[src/rtl/wiper_pkg.sv]
package wiper_pkg;

  localparam int DATA_W = 8;
  localparam int TAPS = 256;
  localparam int CHANNELS = 2;
  localparam int SLOTS = 4;
  localparam int MEM_AW = 3;

  localparam logic [3:0] BITS_PER_BYTE = 4'h8;
  localparam logic [1:0] DEFAULT_SLOT = 2'h0;
  localparam logic [7:0] SLOT_RESET_VAL = 8'h80;

  // Instruction byte layout: opcode, slot select, fixed zero, channel
  localparam int OP_MSB = 7;
  localparam int OP_LSB = 4;
  localparam int SLOT_HI_POS = 3;
  localparam int SLOT_LO_POS = 2;
  localparam int FIXED_ZERO_POS = 1;
  localparam int CHAN_POS = 0;

  localparam logic [3:0] OP_RD_WIPER = 4'h9;
  localparam logic [3:0] OP_WR_WIPER = 4'ha;
  localparam logic [3:0] OP_RD_SLOT = 4'hb;
  localparam logic [3:0] OP_WR_SLOT = 4'hc;

  typedef enum logic [2:0] {
    ST_IDLE,
    ST_ID,
    ST_INSTR,
    ST_WDATA,
    ST_RDATA,
    ST_SKIP
  } link_state_e;

endpackage : wiper_pkg

[src/rtl/dual_wiper_serial_slave.sv]
`timescale 1ns/1ps
module dual_wiper_serial_slave #(
  parameter logic [3:0] DEV_TYPE_ID = 4'h6 // Arbitrary value
) (
  input wire logic CLK_I,
  input wire logic ARST_N_I,
  input wire logic SCL_I,
  input wire logic SDA_I,
  output logic SDA_O,
  output logic SDA_OE_O,
  input wire logic [3:0] ADDR_SELECT_PINS_I,
  input wire logic WRITE_GUARD_N_I,
  output logic READY_O,
  output logic [7:0] WIPER0_POS_O,
  output logic [7:0] WIPER1_POS_O,
  output logic [255:0] TAP0_SEL_O,
  output logic [255:0] TAP1_SEL_O
);

  localparam logic [255:0] TAP_ONE = 256'h1;

  logic scl_s1_reg, scl_s2_reg, scl_d_reg;
  logic sda_s1_reg, sda_s2_reg, sda_d_reg;
  logic guard_s1_reg, guard_s2_reg;
  logic [3:0] pins_s1_reg, pins_s2_reg;

  wiper_pkg::link_state_e state_reg, nxt_reg;
  logic [3:0] bit_cnt_reg;
  logic [7:0] shift_reg;
  logic ack_hold_reg;
  logic drive_low_reg;
  logic [3:0] op_reg;
  logic [1:0] slot_reg;
  logic ch_reg;
  logic ready_reg;
  logic [1:0] rec_cnt_reg;
  logic [7:0] wiper_reg [wiper_pkg::CHANNELS];
  logic [255:0] tap_sel [wiper_pkg::CHANNELS];

  // Only the second stages and their delayed copies feed logic
  always_ff @(posedge CLK_I or negedge ARST_N_I) begin
    if (!ARST_N_I) begin
      {scl_s1_reg, scl_s2_reg, scl_d_reg} <= 3'h7;
      {sda_s1_reg, sda_s2_reg, sda_d_reg} <= 3'h7;
      {guard_s1_reg, guard_s2_reg} <= 2'h0;
      pins_s1_reg <= 4'h0;
      pins_s2_reg <= 4'h0;
    end else begin
      scl_s1_reg <= SCL_I;
      scl_s2_reg <= scl_s1_reg;
      scl_d_reg <= scl_s2_reg;
      sda_s1_reg <= SDA_I;
      sda_s2_reg <= sda_s1_reg;
      sda_d_reg <= sda_s2_reg;
      guard_s1_reg <= WRITE_GUARD_N_I;
      guard_s2_reg <= guard_s1_reg;
      pins_s1_reg <= ADDR_SELECT_PINS_I;
      pins_s2_reg <= pins_s1_reg;
    end
  end

  wire scl_rise = scl_s2_reg & ~scl_d_reg;
  wire scl_fall = ~scl_s2_reg & scl_d_reg;
  wire start_det = scl_s2_reg & scl_d_reg & sda_d_reg & ~sda_s2_reg;
  wire stop_det = scl_s2_reg & scl_d_reg & ~sda_d_reg & sda_s2_reg;
  wire byte_full = bit_cnt_reg == wiper_pkg::BITS_PER_BYTE;
  wire byte_done = scl_fall & byte_full & ~ack_hold_reg;

  wire id_match = shift_reg == {DEV_TYPE_ID, pins_s2_reg};
  wire [3:0] op_in = shift_reg[wiper_pkg::OP_MSB:wiper_pkg::OP_LSB];
  wire op_read = op_in == wiper_pkg::OP_RD_WIPER ||
                 op_in == wiper_pkg::OP_RD_SLOT;
  wire op_known = op_read || op_in == wiper_pkg::OP_WR_WIPER ||
                  op_in == wiper_pkg::OP_WR_SLOT;
  wire instr_ok = op_known & ~shift_reg[wiper_pkg::FIXED_ZERO_POS];

  wire in_wdata = byte_done & (state_reg == wiper_pkg::ST_WDATA);
  wire wr_wiper_en = in_wdata & (op_reg == wiper_pkg::OP_WR_WIPER);
  wire mem_we = in_wdata & (op_reg == wiper_pkg::OP_WR_SLOT) &
                guard_s2_reg;
  wire rec_ch = rec_cnt_reg != 2'h0;
  wire [2:0] mem_addr = ready_reg ? {ch_reg, slot_reg} :
                        {rec_ch, wiper_pkg::DEFAULT_SLOT};
  wire [7:0] mem_rdata;
  wire [7:0] tx_byte = (op_reg == wiper_pkg::OP_RD_WIPER) ?
                       wiper_reg[ch_reg] : mem_rdata;
  wire [2:0] tx_idx = 3'h7 - bit_cnt_reg[2:0];

  slot_mem #(
    .DW(wiper_pkg::DATA_W),
    .AW(wiper_pkg::MEM_AW),
    .RESET_VAL(wiper_pkg::SLOT_RESET_VAL)
  ) u_slot_mem (
    .clk_i(CLK_I),
    .arst_n_i(ARST_N_I),
    .we_i(mem_we),
    .addr_i(mem_addr),
    .wdata_i(shift_reg),
    .rdata_o(mem_rdata)
  );

  // Recall: address default slot, then load each wiper in turn
  always_ff @(posedge CLK_I or negedge ARST_N_I) begin
    if (!ARST_N_I) begin
      rec_cnt_reg <= 2'h0;
      ready_reg <= 1'b0;
    end else if (!ready_reg) begin
      rec_cnt_reg <= rec_cnt_reg + 2'h1;
      ready_reg <= rec_cnt_reg == 2'h2;
    end
  end

  for (genvar c = 0; c < wiper_pkg::CHANNELS; c++) begin : g_chan
    always_ff @(posedge CLK_I or negedge ARST_N_I) begin
      if (!ARST_N_I) begin
        wiper_reg[c] <= 8'h00;
      end else if (!ready_reg && rec_cnt_reg == 2'(c + 1)) begin
        wiper_reg[c] <= mem_rdata;
      end else if (wr_wiper_en && ch_reg == 1'(c)) begin
        wiper_reg[c] <= shift_reg;
      end
    end
    assign tap_sel[c] = TAP_ONE << wiper_reg[c];
  end

  always_ff @(posedge CLK_I or negedge ARST_N_I) begin
    if (!ARST_N_I) begin
      state_reg <= wiper_pkg::ST_IDLE;
      nxt_reg <= wiper_pkg::ST_IDLE;
      bit_cnt_reg <= 4'h0;
      shift_reg <= 8'h00;
      ack_hold_reg <= 1'b0;
      drive_low_reg <= 1'b0;
    end else if (start_det && ready_reg) begin
      state_reg <= wiper_pkg::ST_ID;
      bit_cnt_reg <= 4'h0;
      ack_hold_reg <= 1'b0;
      drive_low_reg <= 1'b0;
    end else if (stop_det) begin
      state_reg <= wiper_pkg::ST_IDLE;
      bit_cnt_reg <= 4'h0;
      ack_hold_reg <= 1'b0;
      drive_low_reg <= 1'b0;
    end else if (scl_rise && state_reg != wiper_pkg::ST_IDLE) begin
      if (!byte_full) begin
        shift_reg <= {shift_reg[6:0], sda_s2_reg};
        bit_cnt_reg <= bit_cnt_reg + 4'h1;
      end else begin
        bit_cnt_reg <= 4'h0;
        if (state_reg == wiper_pkg::ST_RDATA && sda_s2_reg) begin
          state_reg <= wiper_pkg::ST_SKIP;
        end
      end
    end else if (scl_fall) begin
      if (ack_hold_reg) begin
        ack_hold_reg <= 1'b0;
        state_reg <= nxt_reg;
        drive_low_reg <= (nxt_reg == wiper_pkg::ST_RDATA) &
                         ~tx_byte[7];
      end else if (byte_done) begin
        case (state_reg)
          wiper_pkg::ST_ID: begin
            if (id_match) begin
              ack_hold_reg <= 1'b1;
              drive_low_reg <= 1'b1;
              nxt_reg <= wiper_pkg::ST_INSTR;
            end else begin
              state_reg <= wiper_pkg::ST_SKIP;
            end
          end
          wiper_pkg::ST_INSTR: begin
            if (instr_ok) begin
              ack_hold_reg <= 1'b1;
              drive_low_reg <= 1'b1;
              nxt_reg <= op_read ? wiper_pkg::ST_RDATA :
                         wiper_pkg::ST_WDATA;
            end else begin
              state_reg <= wiper_pkg::ST_SKIP;
            end
          end
          wiper_pkg::ST_WDATA: begin
            ack_hold_reg <= 1'b1;
            drive_low_reg <= 1'b1;
            nxt_reg <= wiper_pkg::ST_SKIP;
          end
          wiper_pkg::ST_RDATA: begin
            drive_low_reg <= 1'b0;
          end
          default: begin
            drive_low_reg <= 1'b0;
          end
        endcase
      end else if (state_reg == wiper_pkg::ST_RDATA) begin
        drive_low_reg <= ~tx_byte[tx_idx];
      end
    end
  end

  // Instruction fields are latched with the instruction byte
  always_ff @(posedge CLK_I or negedge ARST_N_I) begin
    if (!ARST_N_I) begin
      op_reg <= 4'h0;
      slot_reg <= 2'h0;
      ch_reg <= 1'b0;
    end else if (byte_done && state_reg == wiper_pkg::ST_INSTR) begin
      op_reg <= op_in;
      slot_reg <= {shift_reg[wiper_pkg::SLOT_HI_POS],
                   shift_reg[wiper_pkg::SLOT_LO_POS]};
      ch_reg <= shift_reg[wiper_pkg::CHAN_POS];
    end
  end

  assign SDA_O = 1'b0;
  assign SDA_OE_O = drive_low_reg;
  assign READY_O = ready_reg;
  assign WIPER0_POS_O = wiper_reg[0];
  assign WIPER1_POS_O = wiper_reg[1];
  assign TAP0_SEL_O = tap_sel[0];
  assign TAP1_SEL_O = tap_sel[1];
endmodule : dual_wiper_serial_slave

[src/rtl/slot_mem.sv]
`timescale 1ns/1ps
module slot_mem #(
  parameter int DW = 8,
  parameter int AW = 3,
  parameter logic [7:0] RESET_VAL = 8'h80
) (
  input wire logic clk_i,
  input wire logic arst_n_i,
  input wire logic we_i,
  input wire logic [AW-1:0] addr_i,
  input wire logic [DW-1:0] wdata_i,
  output logic [DW-1:0] rdata_o
);

  logic [DW-1:0] mem_reg [2**AW];

  // Stored contents come back as the reset value in simulation
  always_ff @(posedge clk_i or negedge arst_n_i) begin
    if (!arst_n_i) begin
      for (int i = 0; i < 2**AW; i++) begin
        mem_reg[i] <= RESET_VAL[DW-1:0];
      end
    end else if (we_i) begin
      mem_reg[addr_i] <= wdata_i;
    end
  end

  always_ff @(posedge clk_i or negedge arst_n_i) begin
    if (!arst_n_i) begin
      rdata_o <= '0;
    end else begin
      rdata_o <= mem_reg[addr_i];
    end
  end
endmodule : slot_mem

[config.mk]
export PLATFORM = sky130hd
export DESIGN_NAME = dual_wiper_serial_slave
export DESIGN_NICKNAME = d
export VERILOG_FILES = /design/src/rtl/wiper_pkg.sv /design/src/rtl/dual_wiper_serial_slave.sv /design/src/rtl/slot_mem.sv
export SDC_FILE = /design/constraint.sdc
export NUM_CORES = 1
export LEC_CHECK = 0
export ABC_AREA = 1
export BUFFER_PORTS_ARGS = -buffer_cell sky130_fd_sc_hd__buf_2
export CAP_MARGIN = 20
export CORE_AREA = 2 2 212 214
export DETAILED_ROUTE_END_ITERATION = 7
export DIE_AREA = 0 0 214 216
export MAX_ROUTING_LAYER = met4
export SYNTH_ARGS = -nofsm -noshare
export SYNTH_HDL_FRONTEND = slang
export SYNTH_HIERARCHICAL = 1
export SYNTH_SLANG_ARGS = --single-unit
[constraint.sdc]
create_clock -name CLK_I -period 4.9 [get_ports CLK_I]
set_input_delay 0.49 -clock CLK_I [delete_from_list [all_inputs] [get_ports CLK_I]]
set_output_delay 0.49 -clock CLK_I [all_outputs]
set_load 0.02 [all_outputs]
==> After elaboration in Yosys (flattened, before gate mapping) <==
Cells that the tools add are included.
{ "word_totals": {"regBits": 134, "inputBits": 9, "out_inout_bits": 531, "elab_cells": 181} }
{ "op_classes": {"addsub": 3, "n_lt_le_gt_ge": 4, "eq_ne": 25, "shift": 2, "mux": 56, "n_bitwise": 30, "reduce_logical": 29} }
{ "ops": {"columns": ["operator", "count"], "rows": [
  ["$shl 1x8->256 const A", 2],
  ["$mux 8", 11],
  ["$bwmux 64", 1],
  ["$mux 3", 14],
  ["$eq 4x4->1 const B", 8],
  ["$bmux 8 s3", 1],
  ["$demux 8 s3", 1],
  ["$ne 6x6->1 const B", 4],
  ["$mux 1", 19],
  ["$mux 4", 4],
  ["$and 1x1->1", 15],
  ["$not 1->1", 13],
  ["$reduce_bool 3->1", 4],
  ["$reduce_bool 5->1", 2],
  ["$logic_and 1x1->1", 9],
  ["$pmux 3 s3", 1],
  ["$reduce_and 9->1", 1],
  ["$eq 8x7->1", 1],
  ["$reduce_and 7->1", 1],
  ["$eq 3x2->1 const B", 2],
  ["$eq 3x3->1 const B", 2],
  ["$pmux 1 s3", 2],
  ["$pmux 3 s2", 1],
  ["$reduce_bool 2->1", 3],
  ["other kinds (24)", 27]
]} }

==> Depth between registers and ports, before layout <==
Gate-level depths: netlist of the first run.
{ "logic_depth": {"word_depth": 15, "depth_mapped": 15} }

==> Hierarchy <==
Netlist of the first run, hierarchy kept.
{ "by_module_without_submodules": {"columns": ["mod", "n_inst", "cells_each", "area_each_um2", "seq_area_each_um2"], "rows": [
  ["dual_wiper_serial_slave", 1, 1391, 7518.5, 1559.0],
  ["slot_mem", 1, 427, 3348.2, 1811.7]
]} }

==> Worst setup path after synthesis of the first run <==
Ideal clock, no wire load.
{ "synth_path": {"kind": "flip-flop to flip-flop", "from": "register bit_cnt_reg[0]", "to": "register u_slot_mem/mem_reg[38] (netlist name)", "setup_ns": 0.126, "arrival_ns": 2.197, "path_slack_ns": 2.577, "path_stages_with_launch": 16, "path_buffers": 2, "cell_sequence": "dfrtp_1 > buf_2 > inv_2 > ha_1 > nand3_4 > nor2_4 > nand2_2 > clkinv_2 > nand2_2 > nor4_1 > nand2_2 > inv_2 > nand2_2 > buf_2 > nand2_1 > o21ai_1"} }
{ "synth_between": {"elab_chain_cells": 6} }
{ "synth_lines": {"columns": ["item", "line_no", "source"], "rows": [
  ["start, declared", "dual_wiper_serial_slave.sv:28", "logic [3:0] bit_cnt_reg;"],
  ["start signal, assigned", "dual_wiper_serial_slave.sv:147", "bit_cnt_reg <= bit_cnt_reg + 4'h1;"],
  ["$eq 4x4->1", "dual_wiper_serial_slave.sv:66", "wire byte_full = bit_cnt_reg == wiper_pkg::BITS_PER_BYTE;"],
  ["$and 1x1->1 (2 in a row)", "dual_wiper_serial_slave.sv:67", "wire byte_done = scl_fall & byte_full & ~ack_hold_reg;"],
  ["$and 1x1->1", "dual_wiper_serial_slave.sv:77", "wire in_wdata = byte_done & (state_reg == wiper_pkg::ST_WDATA);"],
  ["$and 1x1->1 (2 in a row)", "dual_wiper_serial_slave.sv:79", "wire mem_we = in_wdata & (op_reg == wiper_pkg::OP_WR_SLOT) &"],
  ["via mem_we", "dual_wiper_serial_slave.sv:79", null],
  ["end signal, assigned by index", "slot_mem.sv:21", "mem_reg[i] <= RESET_VAL[DW-1:0];"],
  ["end signal, assigned by index", "slot_mem.sv:24", "mem_reg[addr_i] <= wdata_i;"],
  ["end, declared", "slot_mem.sv:15", "logic [DW-1:0] mem_reg [2**AW];"]
]} }
The timed path passes the listed nets, and every way through them passes these cells.
A chain may end at the register's enable or synchronous reset.

==> Final worst setup path of the first run <==
{ "layout_path": {"from": "register wiper_reg (netlist bit WIPER1_POS_O[3])", "to": "output TAP1_SEL_O[207]"} }
{ "layout_between": {"elab_chain_cells": 1} }
{ "layout_lines": {"columns": ["item", "line_no", "source"], "rows": [
  ["start, declared", "dual_wiper_serial_slave.sv:37", "logic [7:0] wiper_reg [wiper_pkg::CHANNELS];"],
  ["start signal, assigned by index", "dual_wiper_serial_slave.sv:118", "wiper_reg[c] <= mem_rdata;"],
  ["start signal, assigned by index", "dual_wiper_serial_slave.sv:120", "wiper_reg[c] <= shift_reg;"],
  ["$shl 1x8->256", "dual_wiper_serial_slave.sv:123", "assign tap_sel[c] = TAP_ONE << wiper_reg[c];"],
  ["end, declared", "dual_wiper_serial_slave.sv:17", "output logic [255:0] TAP1_SEL_O"]
]} }
No other way between the ends.

==> results of run 1 <==
power by group:
group	internal, mW	switching, mW
clock	0.802	0.507
combinational	0.0910	0.231
sequential	1.16	0.108
per-layer routing:
metal	part of all wire (%)	GRT usage [%]
met5	0	-
met4	1.1	3.45
met3	11	7.51
met2	43	36.1
met1	45	35.6
final cells by class:
cell class / count / area share (%)
Multi-Input combinational cell: 1402 / 44.4
Sequential cell: 134 / 23.5
Timing Repair Buffer: 556 / 19.7
Tap cell: 592 / 5.15
Inverter: 116 / 3.06
Clock buffer: 17 / 2.96
Clock inverter: 15 / 1.24
cells in the mapped netlist (2+ instances only):
| master | number |
|---|---|
| inv_2 | 15 |
| buf_1 | 41 |
| xor2_1 | 2 |
| inv_1 | 96 |
| nor4_4 | 3 |
| nor3_1 | 40 |
| o21ai_0 | 34 |
| nand4_1 | 194 |
| nand3_1 | 127 |
| nand2_2 | 8 |
| buf_4 | 5 |
| nand2_1 | 348 |
| nor2_2 | 2 |
| nand2_4 | 4 |
| o21ai_1 | 71 |
| clkbuf_1 | 97 |
| o211ai_1 | 2 |
| buf_2 | 23 |
| nand3_4 | 3 |
| clkinv_1 | 4 |
| ha_1 | 5 |
| a21oi_1 | 5 |
| dfrtp_1 | 120 |
| nor2_1 | 539 |
| nor2_4 | 3 |
| o31ai_1 | 3 |
| dfstp_2 | 14 |
path summary, 6_finish.rpt:
check                                start                     end  slack, ps
min in group CLK_I                   SDA_I              sda_s1_reg        160
max in group asynchronous         ARST_N_I         WIPER0_POS_O[7]       3580
min reg2reg                 pins_s1_reg[2]          pins_s2_reg[2]        350
max                        WIPER1_POS_O[3]         TAP1_SEL_O[207]       1320
min                               ARST_N_I          pins_s1_reg[3]         40
max reg2reg                 bit_cnt_reg[0]  u_slot_mem/mem_reg[40]       2130
worst register-to-register path, cell delays in order (launching register included):
cell	delay, ps
dfrtp_1	530
inv_2	230
ha_1	230
nand3_4	110
nor2_4	120
nand2_2	100
clkinv_2	70
nand2_2	70
nor4_1	470
inv_2	90
nor2_4	180
nand2_2	250
nand2_1	120
o21ai_1	70
cells by family after synthesis:
group                      share of synthesized area [%]
xor gates and xnor gates                           0.242
buffers and inverters                               10.2
adders and majority gates                          0.576
AOI/OAI and AO/OA                                   5.65
and+or+nand+nor                                     52.3
other                                             0.0345
DFF                                                 31.0
stage by stage:
stage | setup WS (ps) | area [um2] | total power [mW] | hold slack (ps)
final | 1320 | 14400 | 2.90 | 35.5
after global routing | 1170 | 14400 | 3.03 | 61.0
after CTS | 1360 | 14400 | 2.92 | 42.4
after detailed placement | 1820 | 13800 | 1.61 | 337
after global placement | 1810 | 13800 | 1.60 | 336
after floorplan | 2580 | 10900 | 1.46 | 194
==> impl.org, run 1 <==
** STA
- # setup viols final :: 0
- In this run the tightest slew margin relative to its limit is 29.5%.
- Min Tclk post-route :: approximately 3600 ps
- Max-slew violation count :: 0
- At the pin with the least slew margin, the transition time is approximately 1100 ps.
- Summed over all failing endpoints, the final setup total negative slack is 0 ps.
- Of the available clock period, the critical path in the final layout requires 73.0%.
- Setup repair after global routing missed its margin :: no
- Total count of hold-check failures in the final report :: 0
- Setup clock skew after layout :: around 9.8 ps
- Derived from the worst setup path, the maximum achievable clock frequency is about 0.28 GHz.

** Floorplanning
- In this run the standard cell core region covers roughly 44000 um2.
- Once the floorplan was initialized, standard cells occupied roughly 25% of the core.
- Die outline area :: about 46000 um2
- Floorplan row count :: slightly below 80
- 540 I/O pins were placed.
- The die is around 220 um tall.
- Die boundary width :: 214 um

** Critical path
- For the worst setup path, the data required time is 4410 ps.
- Standard cell with the maximum stage delay on the critical path :: dfrtp_1
- Data arrives at the worst endpoint at 3090 ps.
- The cell family contributing the most delay on the critical path is simple AND/OR/NAND/NOR gates.
- The most numerous cell type found on the critical path is nor2_1.
- CP bufs+invs :: 2
- Biggest fanout along the worst timing path :: 15
- Type of element launching the critical path :: flip-flop
- The critical path crosses 5 cells after its start point.
- The largest single stage delay on the critical path is around 650 ps.
- Walking the worst path, the cells encountered are inv_1 -> nor2_1 -> nand4_1 -> nor2_1 -> buf_2.
- Type of the worst setup path :: reg -> out
- The worst setup path is captured at an output port.
- Reg2reg path depth :: 13

** Detailed routing
- Final routed wire length divided by cell count :: 21.1 um
- Initial DRC count :: roughly 1800
- DRC violations left :: 0
- Number of routed nets with antenna violations :: 0
- Via count :: 14600
- Mean number of vias per cell :: between 5 and 6
- First-pass detailed-route iteration total :: 6
- Wires add up to 59800 um.

** Power and ir drop
- The analysis attributes to cell leakage a power of between 7 and 8 nW.
- Power density over the cells :: approximately 200 nW/um2
- The worst-case IR drop observed on VDD is roughly 0.25 mV.

** Min path
- Kind of path behind the tightest hold check :: in -> async

** Synthesis
- After synthesis the netlist holds a flip-flop and latch count of 134.
- Yosys top cell area share :: around 28%
- Largest area contributor in the synthesized netlist :: dfrtp_1
- Syn Inst Count :: between 1500 and 2000
- Post-synth net total :: between 1500 and 2000
- The mapped netlist covers ~11000 um2.
- For this run, asynchronously set or reset flops after synthesis account for 100%.
- Fraction of the yosys area taken by sequential cells :: between 30% and 40%
- During synthesis, Yosys emitted a total of 6 warnings.
- By area the synthesized netlist is led by dfrtp_1 28%, nor2_1 19%, nand2_1 12%, nand4_1 11%, nand3_1 5.8%.
- Post-Synthesis Mean Instance Area :: around 6.0 um2
- After synthesis, the netlist uses 37 different library cells.
- Most used flip-flop cell after synthesis :: dfrtp_1
- Yosys mapped a number of flops with a built-in enable equal to 0.

** Placement
- In this run, placement finished with an instance count of 2800.
- Routability-driven placement finished with a final weighted congestion of 1.00.
- Total half-perimeter wirelength after legalization and detailed placement :: 46200 um
- Buffers placed on the I/O ports in this run total ~540.

** Global route
- Overall routing resource usage :: around 25%
- Residual overflow from global routing :: 0
- Entering global routing, the biggest net connects roughly 100 pins.
- The initial antenna violation count was 4.
- Wire length of the first global-routing pass :: ~87000 um
- The number of global-route vias before repair came to 13100.

** Final layout
- Sequential cell area :: around 3400 um2
- Flip-flop count of the largest register, all copies and words added :: 64
- Summing all multi-input logic gate instances after layout gives 6390 um2.
- Area Overhead vs Synth :: 32.4%
- Leading cell type in the layout, fill and taps excluded :: nor2_1
- Top library cells by usage in the layout, fill and taps aside :: 539 x nor2_1, 537 x buf_2, 348 x nand2_1
- 0 antenna diodes ended up in the layout.
- Share of post-route cells with drive strength above 1 :: ~29%
- FILL cells :: about 5000
- Post-layout nets :: about 2200
- Fin util :: about 33%
- The finished layout holds between 2000 and 3000 standard cells, fillers aside.

** Clocking
- CTS placed an instance of clkbuf_16 at the clock tree root.
- Buffers added to address setup during post-CTS repair amount to 0.
- The clock tree synthesis step divided the H-tree into 4 levels.
- After clock tree synthesis, the clock-pin slew on the worst setup and hold paths is 60 ps.
- Skew-Pair Late Insertion Delay :: approximately 430 ps
- TritonCTS built the clock tree.
- Number of buffers created by CTS :: 17
- The clock passes through at most 2 buffers.
- Number of clock sinks :: between 100 and 150
- Hold repair after CTS inserted 0 buffers.
- The number of gates resized after CTS was 0.

** Run status
- The flow ran to the end, and the final reports show no timing, DRC or antenna violations.

** Run
- Max-cap violations in this run came to 0.
Power figures use the tool's default switching activity.
==> run 2, diff against run 1 <==
--- a/config.mk
+++ b/config.mk
@@ -8,9 +8,9 @@
 export ABC_AREA = 1
 export BUFFER_PORTS_ARGS = -buffer_cell sky130_fd_sc_hd__buf_2
 export CAP_MARGIN = 20
-export CORE_AREA = 2 2 212 214
+export CORE_AREA = 2 2 208 210
 export DETAILED_ROUTE_END_ITERATION = 7
-export DIE_AREA = 0 0 214 216
+export DIE_AREA = 0 0 210 212
 export MAX_ROUTING_LAYER = met4
 export SYNTH_ARGS = -nofsm -noshare
 export SYNTH_HDL_FRONTEND = slang
==> constraint.sdc (replaced) <==
create_clock -name CLK_I -period 3.4 [get_ports CLK_I]
set_input_delay 0.34 -clock CLK_I [delete_from_list [all_inputs] [get_ports CLK_I]]
set_output_delay 0.34 -clock CLK_I [all_outputs]
set_load 0.02 [all_outputs]
==> run 2 against run 1 <==
Compared with the run above: worst hold slack got worse by 17 ps; final cell count is 0.46% lower; clock power rose by 38%; combinational power grew 52%; largest cell class unchanged.
==> impl.org, run 2 (synthesis results as in run 1) <==
** Floorplanning
- Y dimension of the die :: 212 um (-1.9%)
- Number of placed I/O pins :: 540 (unchanged)
- Starting density of the core :: 25.6% (+0.78 points)
- Floorplan row count :: 76 (-1.3%)
- Area of the core :: 42500 um2 (-3.0%)
- The horizontal extent of the die came to 210 um (-1.9%).
- The total die area came to 44500 um2 (-3.7%).

** Global route
- Number of antenna violations at the first check in global routing :: 6 (+2)
- Maximum number of pins on one net before global-route repair :: 132 (+27%)
- Wire length of the first global-routing pass :: 83200 um (-4.5%)
- The overall routing resource usage was 25.3% (+0.052 points).
- The number of global-route vias before repair came to 12900 (-1.3%).
- Residual overflow from global routing :: 0 (unchanged)

** STA
- The final number of hold-violating endpoints came to 0 (unchanged).
- The actual transition at the worst max-transition pin is 898 ps (-159 ps).
- Min Tclk post-route :: roughly 3200 ps
- # setup viols final :: 0 (unchanged)
- Normalized max-slew margin :: 39.9% (+10 points)
- Max-slew violation count :: 0 (unchanged)
- Final total negative setup slack :: 0 ps (unchanged)
- Dividing the final minimum period by the clock period gives 95.2%.
- Achievable clock frequency :: 0.309 GHz
- The clock skew after layout came to 11.5 ps (+1.68 ps).
- Setup repair after global routing left no endpoint under its margin.

** Final layout
- Leaving out fill and tap cells, the most frequent cells in the layout are 537 x buf_2, 535 x nor2_1, 348 x nand2_1.
- Area Overhead vs Synth :: 34.2%
- The share of the core filled with cells was 34.3% (+1.5 points).
- The fraction of layout cells with a size suffix above 1 is 30.2% (+0.87 points).
- Post-layout nets :: 2269 (+1.2%)
- The total of fill cells in the finished design is 4632 (-4.6%).
- Flip-flop count of the largest register, all copies and words added :: 64 (unchanged)
- The library cell used most frequently in the layout, excluding fill and tap cells, is buf_2.

** Critical path
- The worst setup path is launched from a flip-flop.
- On the critical path, the stage with the largest delay is an instance of dfrtp_1.
- The required time of the worst setup path is 3060 ps (-1350 ps).
- The buffering stage count on the worst path with inverters included was 2 (unchanged).
- The highest fanout seen on the critical path was 15 (unchanged).
- The setup slack on the worst flop-to-flop path is 630 ps (-1500 ps).
- Grouping stages by cell kind, the critical path spends the most delay in simple AND/OR/NAND/NOR gates.
- CP cell instances :: inv_1 -> nor2_2 -> nand4_1 -> nor2_1 -> buf_2
- Crit end category :: output port
- The worst setup path is of the reg -> out kind.
- The largest incremental delay on the critical path came to 690 ps (+40 ps).
- The worst path arrival time was 2900 ps (-190 ps).

** Run status
- The run finished with clean final reports.

** Run
- The max capacitance violation total was 0 (unchanged).

** Clocking
- Root buffer selected by CTS :: clkbuf_16
- The H-tree depth was 4 (unchanged).
- The clock latency of the later-clocked register in the worst-skew pair is 420 ps (about the same).
- Number of buffers inserted by post-CTS setup repair :: 0 (unchanged)
- The clock transition time at the flip-flop clock pins of the worst setup and hold paths was 60 ps (about the same).
- Buffers from clock root to sink, at most :: 2 (unchanged)
- Number of clock sinks :: 134 (unchanged)
- TritonCTS clock tree :: built
- Number of buffers created by CTS :: 17 (unchanged)

** Detailed routing
- The routed wire length was 58000 um (-3.1%).
- The antenna violation net count after detailed routing was 0 (unchanged).
- The total vias in the final route was 14800 (+1.1%).
- Final routed wire length divided by cell count :: 20.6 um (-2.6%)
- First-pass detailed-route iteration total :: 6 (unchanged)
- The detailed-route DRC error count is 0 (unchanged).
- Mean number of vias per cell :: 5.25 (+1.5%)
- The violation count after the first detailed-route iteration is 1955 (+8.2%).

** Power and ir drop
- Static power due to leakage :: 7.98 nW (+1.8%)
- Max IR drop VDD :: 0.342 mV (+36%)
- Power density over the cells :: 283 nW/um2 (+40%)

** Min path
- Kind of path behind the tightest hold check :: in -> reg

** Placement
- Global placer's final weighted congestion :: 0.985 (-1.7%)
- The port buffer count is 538 (unchanged).
- Total half-perimeter wirelength after legalization and detailed placement :: 44900 um (-2.8%)
## run 2: changes by cell type in the layout (fill, tap and decap cells not counted), moves of 2 or more
cell / previous run / this run
clkinv_4: 2 / 0
nor2_2: 2 / 6
diode_2: 0 / 5
buf_12: 0 / 3
dlygate4sd3_1: 0 / 3
inv_6: 3 / 5
buf_4: 19 / 41
nor2_1: 539 / 535
## run 2: worst paths after layout
kind / start / to / depth (start not counted)
min in group asynchronous: ARST_N_I / pins_s1_reg[3] / 2
worst min-delay path: ADDR_SELECT_PINS_I[0] / pins_s1_reg[0] / 1
worst max register to register: bit_cnt_reg[0] / u_slot_mem/mem_reg[40] / 13
worst min register to register: pins_s1_reg[2] / pins_s2_reg[2] / 0
worst max-delay path: WIPER1_POS_O[3] / TAP1_SEL_O[170] / 5
max in group asynchronous: ARST_N_I / WIPER0_POS_O[7] / 3
## run 2: what timing repair did
item / in CTS / in global routing
gates resized for setup: 0 / 4
setup endpoints to repair: 0 / 3
hold endpoints to repair: 22 / 1
hold buffers: 2 / 1
## run 2: final cells by class
class                      instances  area [um2]  share of cell area [%]
timing repair buffer             584        3090                    21.2
inverter                         116         440                    3.02
sequential                       134        3390                    23.2
tap                              546         683                    4.68
clock buffer                      18         429                    2.94
multi-input combinational       1402        6400                    43.9
antenna                            5        12.5                  0.0858
clock inverter                    14         149                    1.02
## run 2: power breakdown
group	leakage (nW)	internal, mW	switching (mW)
Clock	0.274	1.08	0.724
Sequential	1.75	1.67	0.159
Combinational	5.95	0.135	0.354
Total	7.98	2.89	1.24
## run 2: layer usage
layer | up-vias | routed length [um] | GRT usage [%] | share of wire (%)
met2 | 806 | 24400 | 35.5 | 42
li1 | 6835 | - | - | -
met4 | 0 | 1100 | 5.31 | 1.9
met3 | 80 | 6610 | 8.86 | 11
met1 | 7071 | 25900 | 34.8 | 45
met5 | - | 0 | - | 0
## run 2: per-stage QoR
| stage | instances | total power [mW] | hold WS [ps] | setup slack [ps] | cell area, um2 |
|---|---|---|---|---|---|
| after global routing | 2819 | 4.32 | 2.27 | 6.74 | 14600 |
| after detailed placement | 2779 | 2.34 | 289 | 587 | 14000 |
| after global placement | 2779 | 2.33 | 285 | 659 | 14000 |
| after CTS | 2813 | 4.16 | 2.58 | 123 | 14600 |
| after floorplan | 1818 | 2.11 | 44.4 | 1080 | 10900 |
| final | 2819 | 4.13 | 18.3 | 162 | 14600 |
==> run 3, diff against run 2 <==
--- a/config.mk
+++ b/config.mk
@@ -14,5 +14,4 @@
 export MAX_ROUTING_LAYER = met4
 export SYNTH_ARGS = -nofsm -noshare
 export SYNTH_HDL_FRONTEND = slang
-export SYNTH_HIERARCHICAL = 1
 export SYNTH_SLANG_ARGS = --single-unit
==> run 3 against run 2 <==
Compared with the run above: count of clock-buffer cells in the layout stayed put; clock skew is 4.0 ps lower; critical path depth is 1 higher; final cell count is 5.4% lower; sequential cell count stayed put; area after synthesis is 5.5% lower; critical endpoint is now TAP1_SEL_O[161]; non-clock buffer count is 2 lower; power is 3.8% higher; register-to-register slack better by 280 ps; first-iteration DRC count is 3.1% lower.
==> impl.org, run 3 <==
** STA
- Setup repair after global routing left no endpoint under its margin.
- The final setup TNS is 0 ps (unchanged).
- Actual slew at the worst max-slew pin :: 1050 ps (+148 ps)
- The clock skew after layout was 7.44 ps (-4.03 ps).
- The worst-case headroom to the max-slew limit was 30.0% (-9.9 points).
- The achievable frequency came to 0.311 GHz (+0.57%).
- Final worst-path cycle share :: 94.7% (-0.54 points)
- The final period demand of the worst path was 3220 ps (-18.4 ps).
- The worst slack on hold paths came to 17.7 ps (-0.600 ps).
- Max-slew violation count :: 0 (unchanged)
- # setup viols final :: 0 (unchanged)
- Total count of hold-check failures in the final report :: 0 (unchanged)

** Detailed routing
- DRC violations left :: 0 (unchanged)
- Initial DRC count :: 1895 (-3.1%)
- Number of routed nets with antenna violations :: 0 (unchanged)
- The detailed-router iteration count before antenna repair was 6 (unchanged).
- Wire length after detailed routing :: 53500 um (-7.7%)
- The average detailed-routed wire length per instance was 20.1 um (-2.5%).
- The total vias in the final route was 14100 (-4.4%).
- The detail-routed via count per cell came to 5.30 (+0.96%).

** Critical path
- For this design, the slowest cell found on the critical path is nor2_1.
- Traced cell by cell, the critical path runs through clkinv_1 -> nand3_1 -> nor2_1 -> nand4_1 -> nor2_1 -> buf_2.
- Type of the worst setup path :: reg -> out
- Type of element launching the critical path :: flip-flop
- STA classifies the critical path endpoint as an output port.
- By instance count, the cell type seen most on the critical path is nor2_1.
- Kind of cell adding the most delay to the critical path :: simple AND/OR/NAND/NOR gates
- The worst path arrival time is 2880 ps (-20 ps).
- The buffering stage count on the worst path with inverters included was 2 (unchanged).
- The highest fanout seen on the critical path was 9 (-6).
- The required time of the worst setup path is 3060 ps (about the same).
- Slowest cell delay on critical path :: 810 ps (+120 ps)

** Synthesis
- Most used flip-flop cell after synthesis :: dfrtp_1
- Post-synthesis sequential element count :: 134 (unchanged)
- Syn Inst Count :: 1671 (-8.1%)
- Post-synth EDFFs :: 0 (unchanged)
- By instance count, the leading cell after synthesis is nor2_1.
- The synthesized design spends more area on one cell type than any other, namely dfrtp_1.
- Post-Synthesis Mean Instance Area :: 6.14 um2 (+2.8%)
- The commonest cells after synthesis are 550 x nor2_1, 220 x nand2_1, 198 x nand4_1.
- The fraction of post-synthesis cell area in the top cell type by area came to 29.3% (+1.6 points).
- The number of synthesis warnings was 0 (-6).
- Cells taking the most area after synthesis :: dfrtp_1 29%, nor2_1 20%, nand4_1 12%, nand2_1 8.0%, o21ai_0 6.0%
- Proportion of register bits with asynchronous set or reset after synthesis :: 100% (unchanged)
- Post-synth net total :: 1685 (-8.0%)
- Fraction of the yosys area taken by sequential cells :: 32.8% (+1.8 points)
- The number of distinct standard cells referenced by the synthesized netlist came to 39 (+5.4%).
- Synth Cell Area :: 10300 um2 (-5.5%)

** Final layout
- Flip-flop count of the largest register, all copies and words added :: 64 (unchanged)
- The post-layout net count was 2123 (-6.4%).
- Leading cell type in the layout, fill and taps excluded :: nor2_1
- Share of post-route cells with drive strength above 1 :: 31.0% (+0.71 points)
- Footprint of the multi-input gates :: 5980 um2 (-6.5%)
- In the layout the commonest cells are 549 x nor2_1, 537 x buf_2, 220 x nand2_1.
- Compared with the post-synthesis result, the final layout area differs by 36.7%.
- The total of fill cells in the finished design is 4705 (+1.6%).
- The storage element area came to 3390 um2 (unchanged).
- Inserted Diodes :: 0 (-5)

** Clocking
- TritonCTS clock tree :: built
- CTS HTree Levels :: 4 (unchanged)
- Number of clock sinks :: 134 (unchanged)
- Number of buffers inserted by post-CTS setup repair :: 0 (unchanged)
- Skew-Pair Late Insertion Delay :: 420 ps (about the same)
- Buffers from clock root to sink, at most :: 2 (unchanged)
- The clock transition time at the flip-flop clock pins of the worst setup and hold paths was 60 ps (about the same).
- Number of buffers created by CTS :: 17 (unchanged)
- Root buffer selected by CTS :: clkbuf_16

** Floorplanning
- The number of placement rows came to 76 (unchanged).
- Die outline area :: 44500 um2 (unchanged)
- The horizontal extent of the die is 210 um (unchanged).
- Area of the core :: 42500 um2 (unchanged)
- Y dimension of the die :: 212 um (unchanged)
- Number of placed I/O pins :: 540 (unchanged)
- Starting density of the core :: 24.2% (-1.4 points)

** Global route
- Via count of the first global-routing pass :: 12200 (-5.0%)
- The overall routing resource usage is 23.1% (-2.2 points).
- The initial antenna violation count came to 0 (-6).
- Wire length of the first global-routing pass :: 76900 um (-7.6%)
- Maximum number of pins on one net before global-route repair :: 86 (-35%)
- The total overflow reported by the global router is 0 (unchanged).

** Run status
- The flow ran to the end, and the final reports show no timing, DRC or antenna violations.

** Run
- The max capacitance violation total is 0 (unchanged).

** Placement
- The port buffer count is 538 (unchanged).
- The detailed-placement wirelength estimate came to 40700 um (-9.3%).
- Global placer's final weighted congestion :: 0.946 (-3.9%)

** Power and ir drop
- The power per unit of standard cell area was 305 nW/um2 (+7.8%).
- The leakage power total was 7.59 nW (-5.0%).
- Max IR drop VDD :: 0.377 mV (+10%)

** Min path
- Kind of path behind the tightest hold check :: in -> reg
## run 3: cell count changes in the layout (fill, tap and decap cells not counted), sizes merged, moves of 8 or more
cell and delta:
nand2 -139, inv -44, nand3 -24, a22o +9, a21oi +8, o21ai +20
## run 3: kinds of logic after synthesis
group | share of synthesized area (%)
buffers and inverters | 9.06
adders and majority gates | 0.609
AOI/OAI and AO/OA | 8.98
other | 0.0365
and+or+nand+nor | 48.2
xor gates and xnor gates | 0.256
DFF | 32.8
## run 3: worst paths after layout
kind / startpoint / endpoint / cells past startpoint / slack [ps]
setup reg to reg: READY_O / u_slot_mem.mem_reg[10] / 7 / 910
max in group asynchronous: ARST_N_I / u_slot_mem.mem_reg[63] / 3 / 2100
setup / recovery: WIPER1_POS_O[1] / TAP1_SEL_O[161] / 6 / 180
hold reg to reg: pins_s1_reg[1] / pins_s2_reg[1] / 0 / 350
hold / removal: SCL_I / scl_s1_reg / 1 / 20
min in group asynchronous: ARST_N_I / state_reg[0] / 2 / 490
## run 3: timing repair
item                       in CTS  in global routing
setup endpoints to repair       0                  4
gates resized for setup         0                  2
hold buffers                    1                  1
hold endpoints to repair       40                  1
## run 3: through the flow
stage	area [um2]	worst slack, ps	instances	utilization [%]	power, mW
floorplan	10300	1090	1671	-	2.17
global placement	13400	586	2634	31.5	2.40
detailed placement	13400	618	2634	31.5	2.41
CTS	14000	165	2667	33.0	4.31
global route	14000	59.8	2668	33.0	4.49
finish	14000	180	2668	33.0	4.28
## run 3: routing by layer
metal	GRT usage [%]	wire, um	up-vias	share of wire [%]
met1	31.4	23200	6795	43
met4	7.31	1530	0	2.9
met2	33.9	23700	786	44
li1	-	-	6462	-
met5	-	0	-	0
met3	5.14	5070	91	9.5
## run 3: layout make-up
type | instances | area share [%]
Clock buffer | 18 | 3.13
Clock inverter | 14 | 1.24
Tap cell | 546 | 4.87
Timing Repair Buffer | 582 | 21.9
Multi-Input combinational cell | 1298 | 42.6
Sequential cell | 134 | 24.1
Inverter | 76 | 2.09
## run 3: power by group
group | switching (mW) | total, mW | internal (mW)
combinational | 0.400 | 0.547 | 0.147
sequential | 0.147 | 1.83 | 1.69
clock | 0.721 | 1.90 | 1.18
total | 1.27 | 4.28 | 3.01
